===== src/hdl/hssc_map.vh =====
`ifndef HSSC_MAP_VH
`define HSSC_MAP_VH
// Register addresses (7-bit)
`define HSSC_ADDR_SHUTDOWN 7'h10
`define HSSC_ADDR_SRC_A 7'h14
`define HSSC_ADDR_SRC_B 7'h15
`define HSSC_ADDR_PIN_CFG 7'h16
`define HSSC_ADDR_FIRST_PWM_GENERATOR_DUTY 7'h18
`define HSSC_ADDR_PWM_RATE 7'h1c
// Shutdown register fields
`define HSSC_SD_OV_BIT 6
`define HSSC_SD_UV_BIT 5
`define HSSC_SD_REC_BIT 4
`define HSSC_SD_MASK 8'h70
`define HSSC_SD_RESET 8'h00
// Switch source fields
`define HSSC_SRC_LO_MSB 2
`define HSSC_SRC_LO_LSB 0
`define HSSC_SRC_HI_MSB 6
`define HSSC_SRC_HI_LSB 4
`define HSSC_SRC_MASK 8'h77
`define HSSC_SRC_OFF 3'h0
`define HSSC_SRC_ON 3'h1
`define HSSC_SRC_TMR1 3'h2
`define HSSC_SRC_TMR2 3'h3
`define HSSC_SRC_FIRST_PWM_GENERATOR 3'h4
`define HSSC_SRC_SECOND_PWM_GENERATOR 3'h5
// Multipurpose pin fields
`define HSSC_PIN_DUTY_MSB 7
`define HSSC_PIN_DUTY_LSB 6
`define HSSC_PIN_TWO_MSB 5
`define HSSC_PIN_TWO_LSB 3
`define HSSC_PIN_ONE_MSB 2
`define HSSC_PIN_ONE_LSB 0
`define HSSC_PIN_OFF 3'h4
`define HSSC_PIN_WAKE 3'h5
`define HSSC_PIN_LOW_ON 3'h6
`define HSSC_PIN_HIGH_ON 3'h7
// Rate register fields
`define HSSC_RATE_FIRST_PWM_GENERATOR_BIT 0
`define HSSC_RATE_SECOND_PWM_GENERATOR_BIT 2
`define HSSC_RATE_MASK 8'h05
// Reset and full-duty values
`define HSSC_ZERO8 8'h00
`define HSSC_DUTY_FULL 8'hff
// Timing
`define HSSC_CLK_HZ 25000000
`define HSSC_PWM_SLOW_HZ 200
`define HSSC_PWM_FAST_HZ 400
`define HSSC_PWM_STEPS 255
`define HSSC_WAKE_FILT_NS 16000
`define HSSC_CLK_NS 40
`define HSSC_FAIL_PERIOD_HZ 100
// Fail output phases and on lengths
`define HSSC_FAIL_PHASES 40
`define HSSC_FAIL_LAST_PHASE 6'h27
`define HSSC_FO_ON_20 6'h08
`define HSSC_FO_ON_10 6'h04
`define HSSC_FO_ON_5 6'h02
`define HSSC_FO_ON_2P5 6'h01
// Last PWM step of a period
`define HSSC_PWM_LAST_STEP 8'hfe
`endif


===== src/hdl/hssc_pwm.v =====
`timescale 1ns/1ps
`default_nettype none
`include "hssc_map.vh"
module hssc_pwm #(
  parameter PRESCALE = `HSSC_CLK_HZ / (`HSSC_PWM_SLOW_HZ * `HSSC_PWM_STEPS)
) (
  // Clock and reset
  input wire ref_clk_in,
  input wire rst_in,
  // Control
  input wire [7:0] duty_in,
  input wire fast_in,
  // Output
  output reg pwm_out
);
  reg [15:0] pre;
  reg [7:0] step;
  wire [15:0] pre_lim;
  assign pre_lim = fast_in ? (PRESCALE[15:0] >> 1) : PRESCALE[15:0];
  always @(posedge ref_clk_in) begin
    if (rst_in) begin
      pre <= 16'h0000;
      step <= 8'h00;
      pwm_out <= 1'b0;
    end else begin
      if (pre + 16'h0001 >= pre_lim) begin
        pre <= 16'h0000;
        step <= (step == `HSSC_PWM_LAST_STEP) ? 8'h00 : step + 8'h01;
      end else begin
        pre <= pre + 16'h0001;
      end
      // Zero always off, full always on
      if (duty_in == `HSSC_ZERO8)
        pwm_out <= 1'b0; // [RULE_13]
      else if (duty_in == `HSSC_DUTY_FULL)
        pwm_out <= 1'b1;
      else
        pwm_out <= (step < duty_in); // [RULE_13]
    end
  end
endmodule
`default_nettype wire


===== src/hdl/hssc_pin.v =====
`timescale 1ns/1ps
`default_nettype none
`include "hssc_map.vh"
module hssc_pin #(
  parameter FILT_CYC = (`HSSC_WAKE_FILT_NS + `HSSC_CLK_NS - 1) / `HSSC_CLK_NS,
  parameter FAIL_PER = `HSSC_CLK_HZ / `HSSC_FAIL_PERIOD_HZ / `HSSC_FAIL_PHASES
) (
  // Clock and reset
  input wire ref_clk_in,
  input wire rst_in,
  // Configuration
  input wire [2:0] mode_in,
  input wire [1:0] duty_in,
  input wire fail_in,
  // Pin
  input wire pin_in,
  output reg pin_out,
  output reg pin_oe_out,
  output reg wake_out
);
  reg [9:0] filt;
  reg [15:0] pre;
  reg [5:0] phase;
  reg [5:0] on_len;
  always @* begin
    case (duty_in)
      2'h0: on_len = `HSSC_FO_ON_20;
      2'h1: on_len = `HSSC_FO_ON_10;
      2'h2: on_len = `HSSC_FO_ON_5;
      default: on_len = `HSSC_FO_ON_2P5;
    endcase
  end
  always @(posedge ref_clk_in) begin
    if (rst_in) begin
      filt <= 10'h000;
      pre <= 16'h0000;
      phase <= 6'h00;
      pin_out <= 1'b0;
      pin_oe_out <= 1'b0;
      wake_out <= 1'b0;
    end else begin
      if (pre + 16'h0001 >= FAIL_PER[15:0]) begin
        pre <= 16'h0000;
        phase <= (phase == `HSSC_FAIL_LAST_PHASE) ? 6'h00 : phase + 6'h01;
      end else begin
        pre <= pre + 16'h0001;
      end
      // Static wake filter
      if (mode_in == `HSSC_PIN_WAKE && pin_in != wake_out) begin
        if (filt + 10'h001 >= FILT_CYC[9:0]) begin
          wake_out <= pin_in; // [RULE_11] [RULE_12]
          filt <= 10'h000;
        end else begin
          filt <= filt + 10'h001;
        end
      end else begin
        filt <= 10'h000;
      end
      case (mode_in)
        `HSSC_PIN_OFF, `HSSC_PIN_WAKE: begin
          pin_out <= 1'b0;
          pin_oe_out <= 1'b0;
        end
        `HSSC_PIN_LOW_ON: begin
          pin_out <= 1'b0;
          pin_oe_out <= 1'b1;
        end
        `HSSC_PIN_HIGH_ON: begin
          pin_out <= 1'b1;
          pin_oe_out <= 1'b1;
        end
        default: begin
          // Fail output, pulsed at duty of 40 phases
          pin_out <= fail_in & (phase < on_len); // [RULE_10]
          pin_oe_out <= 1'b1;
        end
      endcase
    end
  end
endmodule
`default_nettype wire


===== src/hdl/hssc_top.v =====
// Operation
// [RULE_01] Bit 6 clear: supply overvoltage switches all four off; set: ignored.
// [RULE_02] Bit 5 clear: supply undervoltage switches all four off; set: ignored.
// [RULE_03] Bit 4 set: switches restore prior state after fault clears; else off.
// [RULE_04] Reserved bits always read zero.
// [RULE_05] Shutdown register zero on reset; restart keeps bits 6 to 4.
// [RULE_06] Switch one source bits 2:0: off, on, timers, PWMs; 110/111 reserved.
// [RULE_07] Switch two source bits 6:4, same encoding.
// [RULE_08] Second register holds switches three and four, same encoding.
// [RULE_09] Overcurrent or overtemperature clears that switch's field to off.
// [RULE_10] Fail output duty: 20, 10, 5 or 2.5 percent.
// [RULE_11] Pin two field: fail three, off, wake, low-side on, high-side on.
// [RULE_12] Pin one field: fail two, off, wake, low-side on, high-side on.
// [RULE_13] PWM one duty: 0 off, 255 on, else N/255.
// [RULE_14] Controller must not expect tiny duty values to produce output.
// [RULE_15] PWM one duty zero on reset, kept through restart.
// [RULE_16] Controller assigns the matching timer when selecting cyclic filter.
// [RULE_17] Assigned timer starts once its on-time is written running.
// [RULE_18] PWM runs 200Hz with rate bit 0, 400Hz with bit 1.
// [RULE_19] Reserved source codes keep the switch off.
`timescale 1ns/1ps
`default_nettype none
`include "hssc_map.vh"
module hssc_top (
  // Clock and reset
  input wire ref_clk_in,
  input wire rst_in,
  input wire soft_rst_in,
  input wire restart_in,
  // Register access
  input wire wr_en_in,
  input wire [6:0] addr_in,
  input wire [7:0] wr_data_in,
  output reg [7:0] rd_data_out,
  // Supply and switch faults
  input wire supply_ov_in,
  input wire supply_uv_in,
  input wire [3:0] sw_fault_in,
  // Timer, second PWM and fail sources
  input wire first_cyclic_timer_in,
  input wire second_cyclic_timer_in,
  input wire [7:0] second_pwm_duty_in,
  input wire fail_two_in,
  input wire fail_three_in,
  // Switch outputs
  output reg [3:0] switch_out,
  // Multipurpose pins
  input wire pin_one_in,
  output wire pin_one_out,
  output wire pin_one_oe_out,
  output wire wake_one_out,
  input wire pin_two_in,
  output wire pin_two_out,
  output wire pin_two_oe_out,
  output wire wake_two_out
);
  reg [7:0] shutdown;
  reg [7:0] src_a;
  reg [7:0] src_b;
  reg [7:0] pin_cfg;
  reg [7:0] first_pwm_generator_duty;
  reg [7:0] pwm_rate;
  reg [3:0] held;
  reg fault_latched;
  reg [7:0] next_src_a;
  reg [7:0] next_src_b;
  wire first_pwm_generator;
  wire second_pwm_generator;
  wire cut_ov;
  wire cut_uv;
  wire cut;
  wire [2:0] fld [0:3];
  wire [3:0] drive;
  reg stay_off;
  wire src_write;

  function src_level;
    input [2:0] code;
    input t1;
    input t2;
    input p1;
    input p2;
    begin
      case (code)
        `HSSC_SRC_OFF: src_level = 1'b0; // [RULE_06]
        `HSSC_SRC_ON: src_level = 1'b1;
        `HSSC_SRC_TMR1: src_level = t1; // [RULE_17]
        `HSSC_SRC_TMR2: src_level = t2;
        `HSSC_SRC_FIRST_PWM_GENERATOR: src_level = p1;
        `HSSC_SRC_SECOND_PWM_GENERATOR: src_level = p2;
        default: src_level = 1'b0; // [RULE_19]
      endcase
    end
  endfunction

  // Write strobe aimed at one register
  function wr_hit;
    input en;
    input [6:0] addr;
    input [6:0] target;
    begin
      wr_hit = en && (addr == target);
    end
  endfunction

  assign fld[0] = src_a[`HSSC_SRC_LO_MSB:`HSSC_SRC_LO_LSB]; // [RULE_06]
  assign fld[1] = src_a[`HSSC_SRC_HI_MSB:`HSSC_SRC_HI_LSB]; // [RULE_07]
  assign fld[2] = src_b[`HSSC_SRC_LO_MSB:`HSSC_SRC_LO_LSB]; // [RULE_08]
  assign fld[3] = src_b[`HSSC_SRC_HI_MSB:`HSSC_SRC_HI_LSB]; // [RULE_08]

  assign cut_ov = supply_ov_in & ~shutdown[`HSSC_SD_OV_BIT]; // [RULE_01]
  assign cut_uv = supply_uv_in & ~shutdown[`HSSC_SD_UV_BIT]; // [RULE_02]
  assign cut = cut_ov | cut_uv;
  assign src_write = wr_hit(wr_en_in, addr_in, `HSSC_ADDR_SRC_A) | wr_hit(wr_en_in, addr_in, `HSSC_ADDR_SRC_B);

  genvar g;
  generate
    for (g = 0; g < 4; g = g + 1) begin : g_sw
      assign drive[g] = src_level(fld[g], first_cyclic_timer_in, second_cyclic_timer_in, first_pwm_generator, second_pwm_generator);
    end
  endgenerate

  // Register writes with hardware clear of faulted switches
  always @* begin
    next_src_a = src_a;
    next_src_b = src_b;
    if (wr_hit(wr_en_in, addr_in, `HSSC_ADDR_SRC_A))
      next_src_a = wr_data_in & `HSSC_SRC_MASK; // [RULE_04]
    if (wr_hit(wr_en_in, addr_in, `HSSC_ADDR_SRC_B))
      next_src_b = wr_data_in & `HSSC_SRC_MASK;
    if (sw_fault_in[0])
      next_src_a[`HSSC_SRC_LO_MSB:`HSSC_SRC_LO_LSB] = `HSSC_SRC_OFF; // [RULE_09]
    if (sw_fault_in[1])
      next_src_a[`HSSC_SRC_HI_MSB:`HSSC_SRC_HI_LSB] = `HSSC_SRC_OFF; // [RULE_09]
    if (sw_fault_in[2])
      next_src_b[`HSSC_SRC_LO_MSB:`HSSC_SRC_LO_LSB] = `HSSC_SRC_OFF;
    if (sw_fault_in[3])
      next_src_b[`HSSC_SRC_HI_MSB:`HSSC_SRC_HI_LSB] = `HSSC_SRC_OFF;
  end

  always @(posedge ref_clk_in) begin
    if (rst_in || soft_rst_in) begin
      shutdown <= `HSSC_SD_RESET; // [RULE_05]
      src_a <= `HSSC_ZERO8;
      src_b <= `HSSC_ZERO8;
      pin_cfg <= `HSSC_ZERO8;
      first_pwm_generator_duty <= `HSSC_ZERO8; // [RULE_15]
      pwm_rate <= `HSSC_ZERO8;
    end else if (restart_in) begin
      shutdown <= shutdown & `HSSC_SD_MASK; // [RULE_05]
      src_a <= `HSSC_ZERO8;
      src_b <= `HSSC_ZERO8;
      pwm_rate <= pwm_rate & `HSSC_RATE_MASK;
      // Duty held through restart [RULE_15]
    end else begin
      src_a <= next_src_a;
      src_b <= next_src_b;
      if (wr_en_in) begin
        case (addr_in)
          `HSSC_ADDR_SHUTDOWN: shutdown <= wr_data_in & `HSSC_SD_MASK; // [RULE_04]
          `HSSC_ADDR_PIN_CFG: pin_cfg <= wr_data_in;
          `HSSC_ADDR_FIRST_PWM_GENERATOR_DUTY: first_pwm_generator_duty <= wr_data_in;
          `HSSC_ADDR_PWM_RATE: pwm_rate <= wr_data_in & `HSSC_RATE_MASK;
          default: pwm_rate <= pwm_rate;
        endcase
      end
    end
  end

  // Supply fault shutdown and recovery
  always @(posedge ref_clk_in) begin
    if (rst_in || soft_rst_in || restart_in) begin
      fault_latched <= 1'b0;
      held <= 4'h0;
      stay_off <= 1'b0;
      switch_out <= 4'h0;
    end else if (cut) begin
      if (!fault_latched)
        held <= drive;
      fault_latched <= 1'b1;
      switch_out <= 4'h0; // [RULE_01] [RULE_02]
    end else if (fault_latched) begin
      fault_latched <= 1'b0;
      stay_off <= ~shutdown[`HSSC_SD_REC_BIT]; // [RULE_03]
      switch_out <= shutdown[`HSSC_SD_REC_BIT] ? (held & ~sw_fault_in) : 4'h0; // [RULE_03]
    end else if (stay_off) begin
      // Without recovery the switches stay off until reconfigured
      if (src_write)
        stay_off <= 1'b0;
      switch_out <= 4'h0; // [RULE_03]
    end else begin
      switch_out <= drive & ~sw_fault_in;
    end
  end

  hssc_pwm u_first_pwm_generator (
    .ref_clk_in(ref_clk_in),
    .rst_in(rst_in),
    .duty_in(first_pwm_generator_duty),
    .fast_in(pwm_rate[`HSSC_RATE_FIRST_PWM_GENERATOR_BIT]), // [RULE_18]
    .pwm_out(first_pwm_generator)
  );

  hssc_pwm u_second_pwm_generator (
    .ref_clk_in(ref_clk_in),
    .rst_in(rst_in),
    .duty_in(second_pwm_duty_in),
    .fast_in(pwm_rate[`HSSC_RATE_SECOND_PWM_GENERATOR_BIT]), // [RULE_18]
    .pwm_out(second_pwm_generator)
  );

  hssc_pin u_pin_one (
    .ref_clk_in(ref_clk_in),
    .rst_in(rst_in),
    .mode_in(pin_cfg[`HSSC_PIN_ONE_MSB:`HSSC_PIN_ONE_LSB]), // [RULE_12]
    .duty_in(pin_cfg[`HSSC_PIN_DUTY_MSB:`HSSC_PIN_DUTY_LSB]),
    .fail_in(fail_two_in),
    .pin_in(pin_one_in),
    .pin_out(pin_one_out),
    .pin_oe_out(pin_one_oe_out),
    .wake_out(wake_one_out)
  );

  hssc_pin u_pin_two (
    .ref_clk_in(ref_clk_in),
    .rst_in(rst_in),
    .mode_in(pin_cfg[`HSSC_PIN_TWO_MSB:`HSSC_PIN_TWO_LSB]), // [RULE_11]
    .duty_in(pin_cfg[`HSSC_PIN_DUTY_MSB:`HSSC_PIN_DUTY_LSB]), // [RULE_10]
    .fail_in(fail_three_in),
    .pin_in(pin_two_in),
    .pin_out(pin_two_out),
    .pin_oe_out(pin_two_oe_out),
    .wake_out(wake_two_out)
  );

  // Read back, reserved bits zero
  always @(posedge ref_clk_in) begin
    if (rst_in) begin
      rd_data_out <= `HSSC_ZERO8;
    end else begin
      case (addr_in)
        `HSSC_ADDR_SHUTDOWN: rd_data_out <= shutdown; // [RULE_04]
        `HSSC_ADDR_SRC_A: rd_data_out <= src_a;
        `HSSC_ADDR_SRC_B: rd_data_out <= src_b;
        `HSSC_ADDR_PIN_CFG: rd_data_out <= pin_cfg;
        `HSSC_ADDR_FIRST_PWM_GENERATOR_DUTY: rd_data_out <= first_pwm_generator_duty;
        `HSSC_ADDR_PWM_RATE: rd_data_out <= pwm_rate;
        default: rd_data_out <= `HSSC_ZERO8;
      endcase
    end
  end
endmodule
`default_nettype wire


===== config.mk =====
export PLATFORM = sky130hd
export DESIGN_NAME = hssc_top
export DESIGN_NICKNAME = d
export VERILOG_FILES = /design/src/hdl/hssc_pwm.v /design/src/hdl/hssc_pin.v /design/src/hdl/hssc_top.v
export VERILOG_INCLUDE_DIRS = /design/src /design/src/hdl
export SDC_FILE = /design/constraint.sdc
export NUM_CORES = 1
export LEC_CHECK = 0
export BUFFER_PORTS_ARGS = -buffer_cell sky130_fd_sc_hd__buf_4
export CORE_ASPECT_RATIO = 2
export CORE_MARGIN = 5
export CORE_UTILIZATION = 55
export DETAILED_ROUTE_END_ITERATION = 10
export PLACE_DENSITY = 0.83
export SYNTH_ARGS = -nofsm -noshare
export SYNTH_HDL_FRONTEND = slang
export SYNTH_HIERARCHICAL = 1
export SYNTH_SLANG_ARGS = --single-unit

===== constraint.sdc =====
create_clock -name ref_clk_in -period 4.95 [get_ports ref_clk_in]
set_clock_uncertainty 0.1 [all_clocks]
set_input_delay 0.495 -clock ref_clk_in [delete_from_list [all_inputs] [get_ports ref_clk_in]]
set_output_delay 0.495 -clock ref_clk_in [all_outputs]
set_load 0.01 [all_outputs]

# == After elaboration in Yosys (flattened, before gate mapping) ==
# Cells that the tools add are included.
# W data, S select, Z words.
# word_totals
word_cells,169
register_bits,171
# classes
bitwise,16
eq_ne,44
add_sub_neg,10
muxes,25
n_lt_le_gt_ge,10
reduce_logical,33
# ops
operator,count
$add A16 B1 Y16 const B,4
$eq A3 B3 Y1 const B,16
$pmux W8 S6,1
$eq A7 B5 Y1 const B,6
$eq A8 B8 Y1 const B,4
$ge A16 B13 Y1 const B,2
$ge A16 B16 Y1,2
$eq A3 B2 Y1 const B,8
$reduce_or A3 Y1,8
$add A10 B1 Y10 const B,2
$ge A10 B9 Y1 const B,2
$pmux W1 S5,4
$mux W9,2
$reduce_or A2 Y1,9
$add A8 B1 Y8 const B,2
$logic_not A8 Y1,2
$lt A8 B8 Y1,2
$mux W8,2
$add A6 B1 Y6 const B,2
$eq A3 B1 Y1 const B,4
$eq A6 B6 Y1 const B,2
$lt A6 B4 Y1,2
$mux W4,3
$mux W6,2
other kinds (16),45

# == Depth between registers and ports, before layout ==
# depth
depth_word,6
depth_mapped,12
depth_no_buf,11

# == Cells and area by module ==
# Netlist, hierarchy kept.
# by_module_without_submodules
mod,cells_per_inst,area_each_um2,n_inst,seq_area_each_um2
hssc_pin,236,2048.2,2,700.7
hssc_pwm,184,1577.8,2,500.5
hssc_top,265,2382.3,1,1021.0

# == Worst setup path before layout ==
# No wires, ideal clock.
# synth_path
path_type,register to register
startpoint,register u_second_pwm_generator.pre[0]
endpoint,register u_second_pwm_generator.step[5]
t_arrival_ps,2811
slack_ps,1904
path_stages_with_launch,13
n_path_buf,1
period_less_slack_ps,3046
setup_time_ps,135
path_cell_list,dfxtp_1 > ha_1 > nand4_1 > nor2_1 > nand2_1 > xnor2_1 > ha_1 > and4b_1 > a32oi_1 > or4b_4 > buf_2 > a21oi_1 > a311oi_2
# synth_via
elab_chain_cells,2
# synth_rtl
element,line,rtl
from (decl),hssc_pwm.v:16,reg [15:0] pre;
from (signal assigned),hssc_pwm.v:30,pre <= pre + 16'h0001;
$add A16 B1 Y16,hssc_pwm.v:26,if (pre + 16'h0001 >= pre_lim) begin
$ge A16 B16 Y1,hssc_pwm.v:26,
to (signal assigned),hssc_pwm.v:28,step <= (step == `HSSC_PWM_LAST_STEP) ? 8'h00 : step + 8'h01;
to (decl),hssc_pwm.v:17,reg [7:0] step;
# Every way passes these cells.
# A chain may end at the register's enable or synchronous reset.

# == Final worst setup path ==
# layout_path
startpoint,register u_first_pwm_generator.pre[0]
endpoint,register u_first_pwm_generator.pre[8]
# layout_via
elab_chain_cells,3
# layout_rtl
element,line
from (decl),hssc_pwm.v:16
from (signal assigned),hssc_pwm.v:30
$add A16 B1 Y16 *,"hssc_pwm.v:26, hssc_pwm.v:30"
$ge A16 B16 Y1,hssc_pwm.v:26
$reduce_or A2 Y1 (no line),-
# Every way passes the cells marked *; elsewhere a longest branch is shown, timed or not.

==> impl_metrics.sql <==
INSERT INTO impl_metrics (metric_group, metric, value, unit) VALUES
('global_route', 'grt_antenna_before_repair', '0', ''),
('final_layout', 'layout.cells.most_common_list', '171 x dfxtp_1, 103 x nor2_1, 82 x nand2_1, 68 x nand3_1, 60 x buf_4', ''),
('timing', 'period_minus_slack', '3.498', 'ns'),
('final_layout', 'layout_area_overhead', '11.88', '%'),
('worst_setup_path', 'critical_path.cell_chain', 'ha_1 -> nand4_1 -> nor2_1 -> nand2_1 -> xnor2_1 -> ha_1 -> and4b_1 -> a32oi_1 -> or4b_4 -> or2_1 -> nor2b_2', ''),
('route', 'via_count', '8224', ''),
('clock_network', 'cts_htree_levels', '4', ''),
('worst_setup_path', 'critPathSlowestCell', 'or4b_4', ''),
('clock_network', 'ctsLongestPathBuffers', '2', ''),
('route', 'avgRoutedWirePerCell', '15.29', 'um'),
('power_and_ir_drop', 'worst_ir_drop_vdd', '0.2771', 'mV'),
('route', 'detailedRoute.firstPassIterationCount', '5', ''),
('worst_setup_path', 'criticalPathCategory', 'reg -> reg', ''),
('placed_design', 'dpl-instance-area', '10150', 'um2'),
('worst_setup_path', 'crit_top_cell', 'ha_1', ''),
('synth', 'synth_warnings', '6', ''),
('clock_network', 'cts_repair_resize_count', '0', ''),
('synth', 'synthesis.instances', '1105', ''),
('clock_network', 'tritoncts_buffers', '17', ''),
('floorplan', 'width_of_the_die', '103.6', 'um'),
('floorplan', 'fp-row-count', '68', ''),
('final_layout', 'final_net_count', '1251', ''),
('synth', 'synth_area_leaders', 'dfxtp_1 36%, ha_1 6.2%, nor2_1 4.1%', ''),
('global_route', 'first_global_vias', '7954', ''),
('worst_setup_path', 'cp_slowest_stage_delay', '0.61', 'ns'),
('clock_network', 'worst_setup_hold_path_clk_slew', '0.07', 'ns'),
('route', 'final_routed_drc_violation_total', '0', ''),
('final_layout', 'layout_cell_share_with_drive_strength_beyond_1', '15.14', '%'),
('timing', 'tns', '0', 'ns'),
('worst_setup_path', 'worst_setup_path_end_kind', 'flop', ''),
('clock_network', 'cts.sinks', '171', ''),
('floorplan', 'core-area', '17270', 'um2'),
('global_route', 'grt_use_total', '20.82', '%'),
('worst_setup_path', 'signal_arrival_time_at_the_worst_endpoint', '3.77', 'ns'),
('synth', 'synthDistinctLibCells', '82', ''),
('power_and_ir_drop', 'power.leakage', '4.063', 'nW'),
('timing', 'final-hold-violation-count', '0', ''),
('route', 'drt_iter0_markers', '413', ''),
('worst_setup_path', 'gate_family_responsible_for_the_most_delay_along_the_worst_path', 'simple AND/OR/NAND/NOR gates', ''),
('synth', 'synth_largest_type_area_fraction', '35.53', '%'),
('synth', 'synth_sequential_area_ratio', '35.53', '%'),
('power_and_ir_drop', 'power_density', '275.7', 'nW/um2'),
('placed_design', 'dp_worst_setup_slack', '1.501', 'ns'),
('timing', 'grt_setup_unrepaired', 'no', ''),
('global_route', 'grt_first_pass_wirelength', '36070', 'um'),
('route', 'avgViaCountPerCell', '5.934', ''),
('worst_setup_path', 'critical_path.max_fanout', '13', ''),
('clock_network', 'tritoncts', 'done', ''),
('clock_network', 'worstSkewPairLatency', '0.43', 'ns'),
('worst_setup_path', 'r2r_setup_slack', '1.45', 'ns'),
('worst_setup_path', 'critPathLaunchType', 'flop', ''),
('route', 'route.antenna.remaining_nets', '0', ''),
('timing', 'final.period_utilization', '70.67', '%'),
('floorplan', 'design.die.area', '20420', 'um2'),
('timing', 'post-route-worst-setup-slack', '1.452', 'ns'),
('synth', 'netlist_area', '9634', 'um2'),
('floorplan', 'die-height', '197.2', 'um'),
('placed_design', 'io_buffer_count', '57', ''),
('route', 'routed_wire_length', '21190', 'um'),
('synth', 'ys_async_sr_fraction', '0', '%'),
('timing', 'max_freq', '0.2859', 'GHz'),
('timing', 'report.final.setup_viol', '0', ''),
('final_layout', 'design_area', '10780', 'um2'),
('status', 'outcome', 'finished, final reports clean', ''),
('global_route', 'grt_start_max_net_pins', '60', ''),
('clock_network', 'ctsRootBufferMaster', 'clkbuf_16', ''),
('synth', 'synth_ff_type', 'dfxtp_1', ''),
('worst_setup_path', 'worstPathRequired', '5.22', 'ns'),
('floorplan', 'initial_utilization', '55.78', '%'),
('placed_design', 'gp_routability_congestion', '0.8881', ''),
('final_layout', 'fillerInstances', '1413', '');
==> cell families after synthesis <==
logic type                 count (synthesis)  synth area share (%)
and+or+nand+nor                          503                 29.60
other                                      4                0.1558
AOI/OAI and AO/OA                        199                 14.81
DFF                                      171                 35.53
adders and majority gates                 48                 6.234
muxes                                     35                 3.753
xor gates and xnor gates                  58                 5.273
buffers and inverters                     87                 4.649
==> per-stage QoR <==
| step | total power [W] | hold WS [ns] | utilization (%) | instances |
|---|---|---|---|---|
| after detailed placement | 0.001610 | 0.3867 | 58.77 | 1354 |
| final | 0.002972 | 0.2173 | 62.41 | 1386 |
| after floorplan | 0.001550 | 0.3538 | - | 1123 |
| after global placement | 0.001605 | 0.3674 | 58.77 | 1354 |
| after global routing | 0.003080 | 0.2392 | 62.41 | 1386 |
| after CTS | 0.002991 | 0.2072 | 62.41 | 1386 |
==> worst register-to-register path, stage by stage (launching register included) <==
cell,delay [ns]
dfxtp_1,0.44
ha_1,0.25
nand4_1,0.24
nor2_1,0.29
nand2_1,0.10
xnor2_1,0.17
ha_1,0.25
and4b_1,0.18
a32oi_1,0.26
or4b_4,0.61
or2_1,0.40
nor2b_2,0.16
==> flip-flops by register name, indices dropped and copies added (netlist names), 2 cells and up <==
register                     cells
u_second_pwm_generator/step      8
u_first_pwm_generator/step       8
src_b                            6
u_pin_two/filt                  10
pwm_rate                         2
shutdown                         3
u_pin_one/filt                  10
u_pin_one/pre                   16
u_second_pwm_generator/pre      16
u_pin_two/pre                   16
pin_cfg                          8
u_first_pwm_generator/pre       16
rd_data_out                      8
switch_out                       4
first_pwm_generator_duty         8
held                             4
u_pin_two/phase                  6
src_a                            6
u_pin_one/phase                  6
==> where the power goes <==
part	internal, W	switching [W]	leakage [nW]
sequential	0.00140	0.0000234	1.39
combinational	0.0000700	0.0000892	2.37
clock	0.000775	0.000616	0.305
total	0.00224	0.000729	4.06
==> worst paths after layout <==
kind                                              startpoint                           end  depth (start not counted)
worst min-delay path                              pin_two_in            u_pin_two/wake_out                          3
worst max-delay path            u_first_pwm_generator/pre[0]  u_first_pwm_generator/pre[8]                         11
worst min register to register                       held[2]                       held[2]                          2
worst max register to register  u_first_pwm_generator/pre[0]  u_first_pwm_generator/pre[8]                         11
==> Yosys cell counts, types with 12 or more instances <==
| master | instances |
|---|---|
| a21oi_1 | 35 |
| dfxtp_1 | 171 |
| ha_1 | 48 |
| inv_1 | 48 |
| mux2i_1 | 26 |
| nand2_1 | 82 |
| nand2b_1 | 14 |
| nand3_1 | 68 |
| nand4_1 | 40 |
| nor2_1 | 104 |
| nor2_2 | 21 |
| nor2b_1 | 20 |
| nor3_1 | 28 |
| nor3b_1 | 12 |
| nor4_1 | 12 |
| o21ai_0 | 50 |
| o31ai_1 | 12 |
| xnor2_1 | 38 |
| xor2_1 | 20 |
==> layout make-up <==
class / count / area [um2] / area share [%]
Timing Repair Buffer: 60 / 450.4 / 4.179
Clock buffer: 18 / 429.2 / 3.981
Tap cell: 210 / 262.8 / 2.438
Inverter: 48 / 180.2 / 1.672
Sequential cell: 171 / 3423 / 31.76
Clock inverter: 14 / 200.2 / 1.857
Multi-Input combinational cell: 865 / 5833 / 54.11
==> per-layer routing <==
layer,up-vias,wire length [um],global-route usage (%)
met1,3840,8083,21.29
met3,64,831,3.696
met4,0,898,11.78
met2,215,11370,39.13
met5,-,0,0
li1,4105,-,-
(Power assumes the default switching activity.)
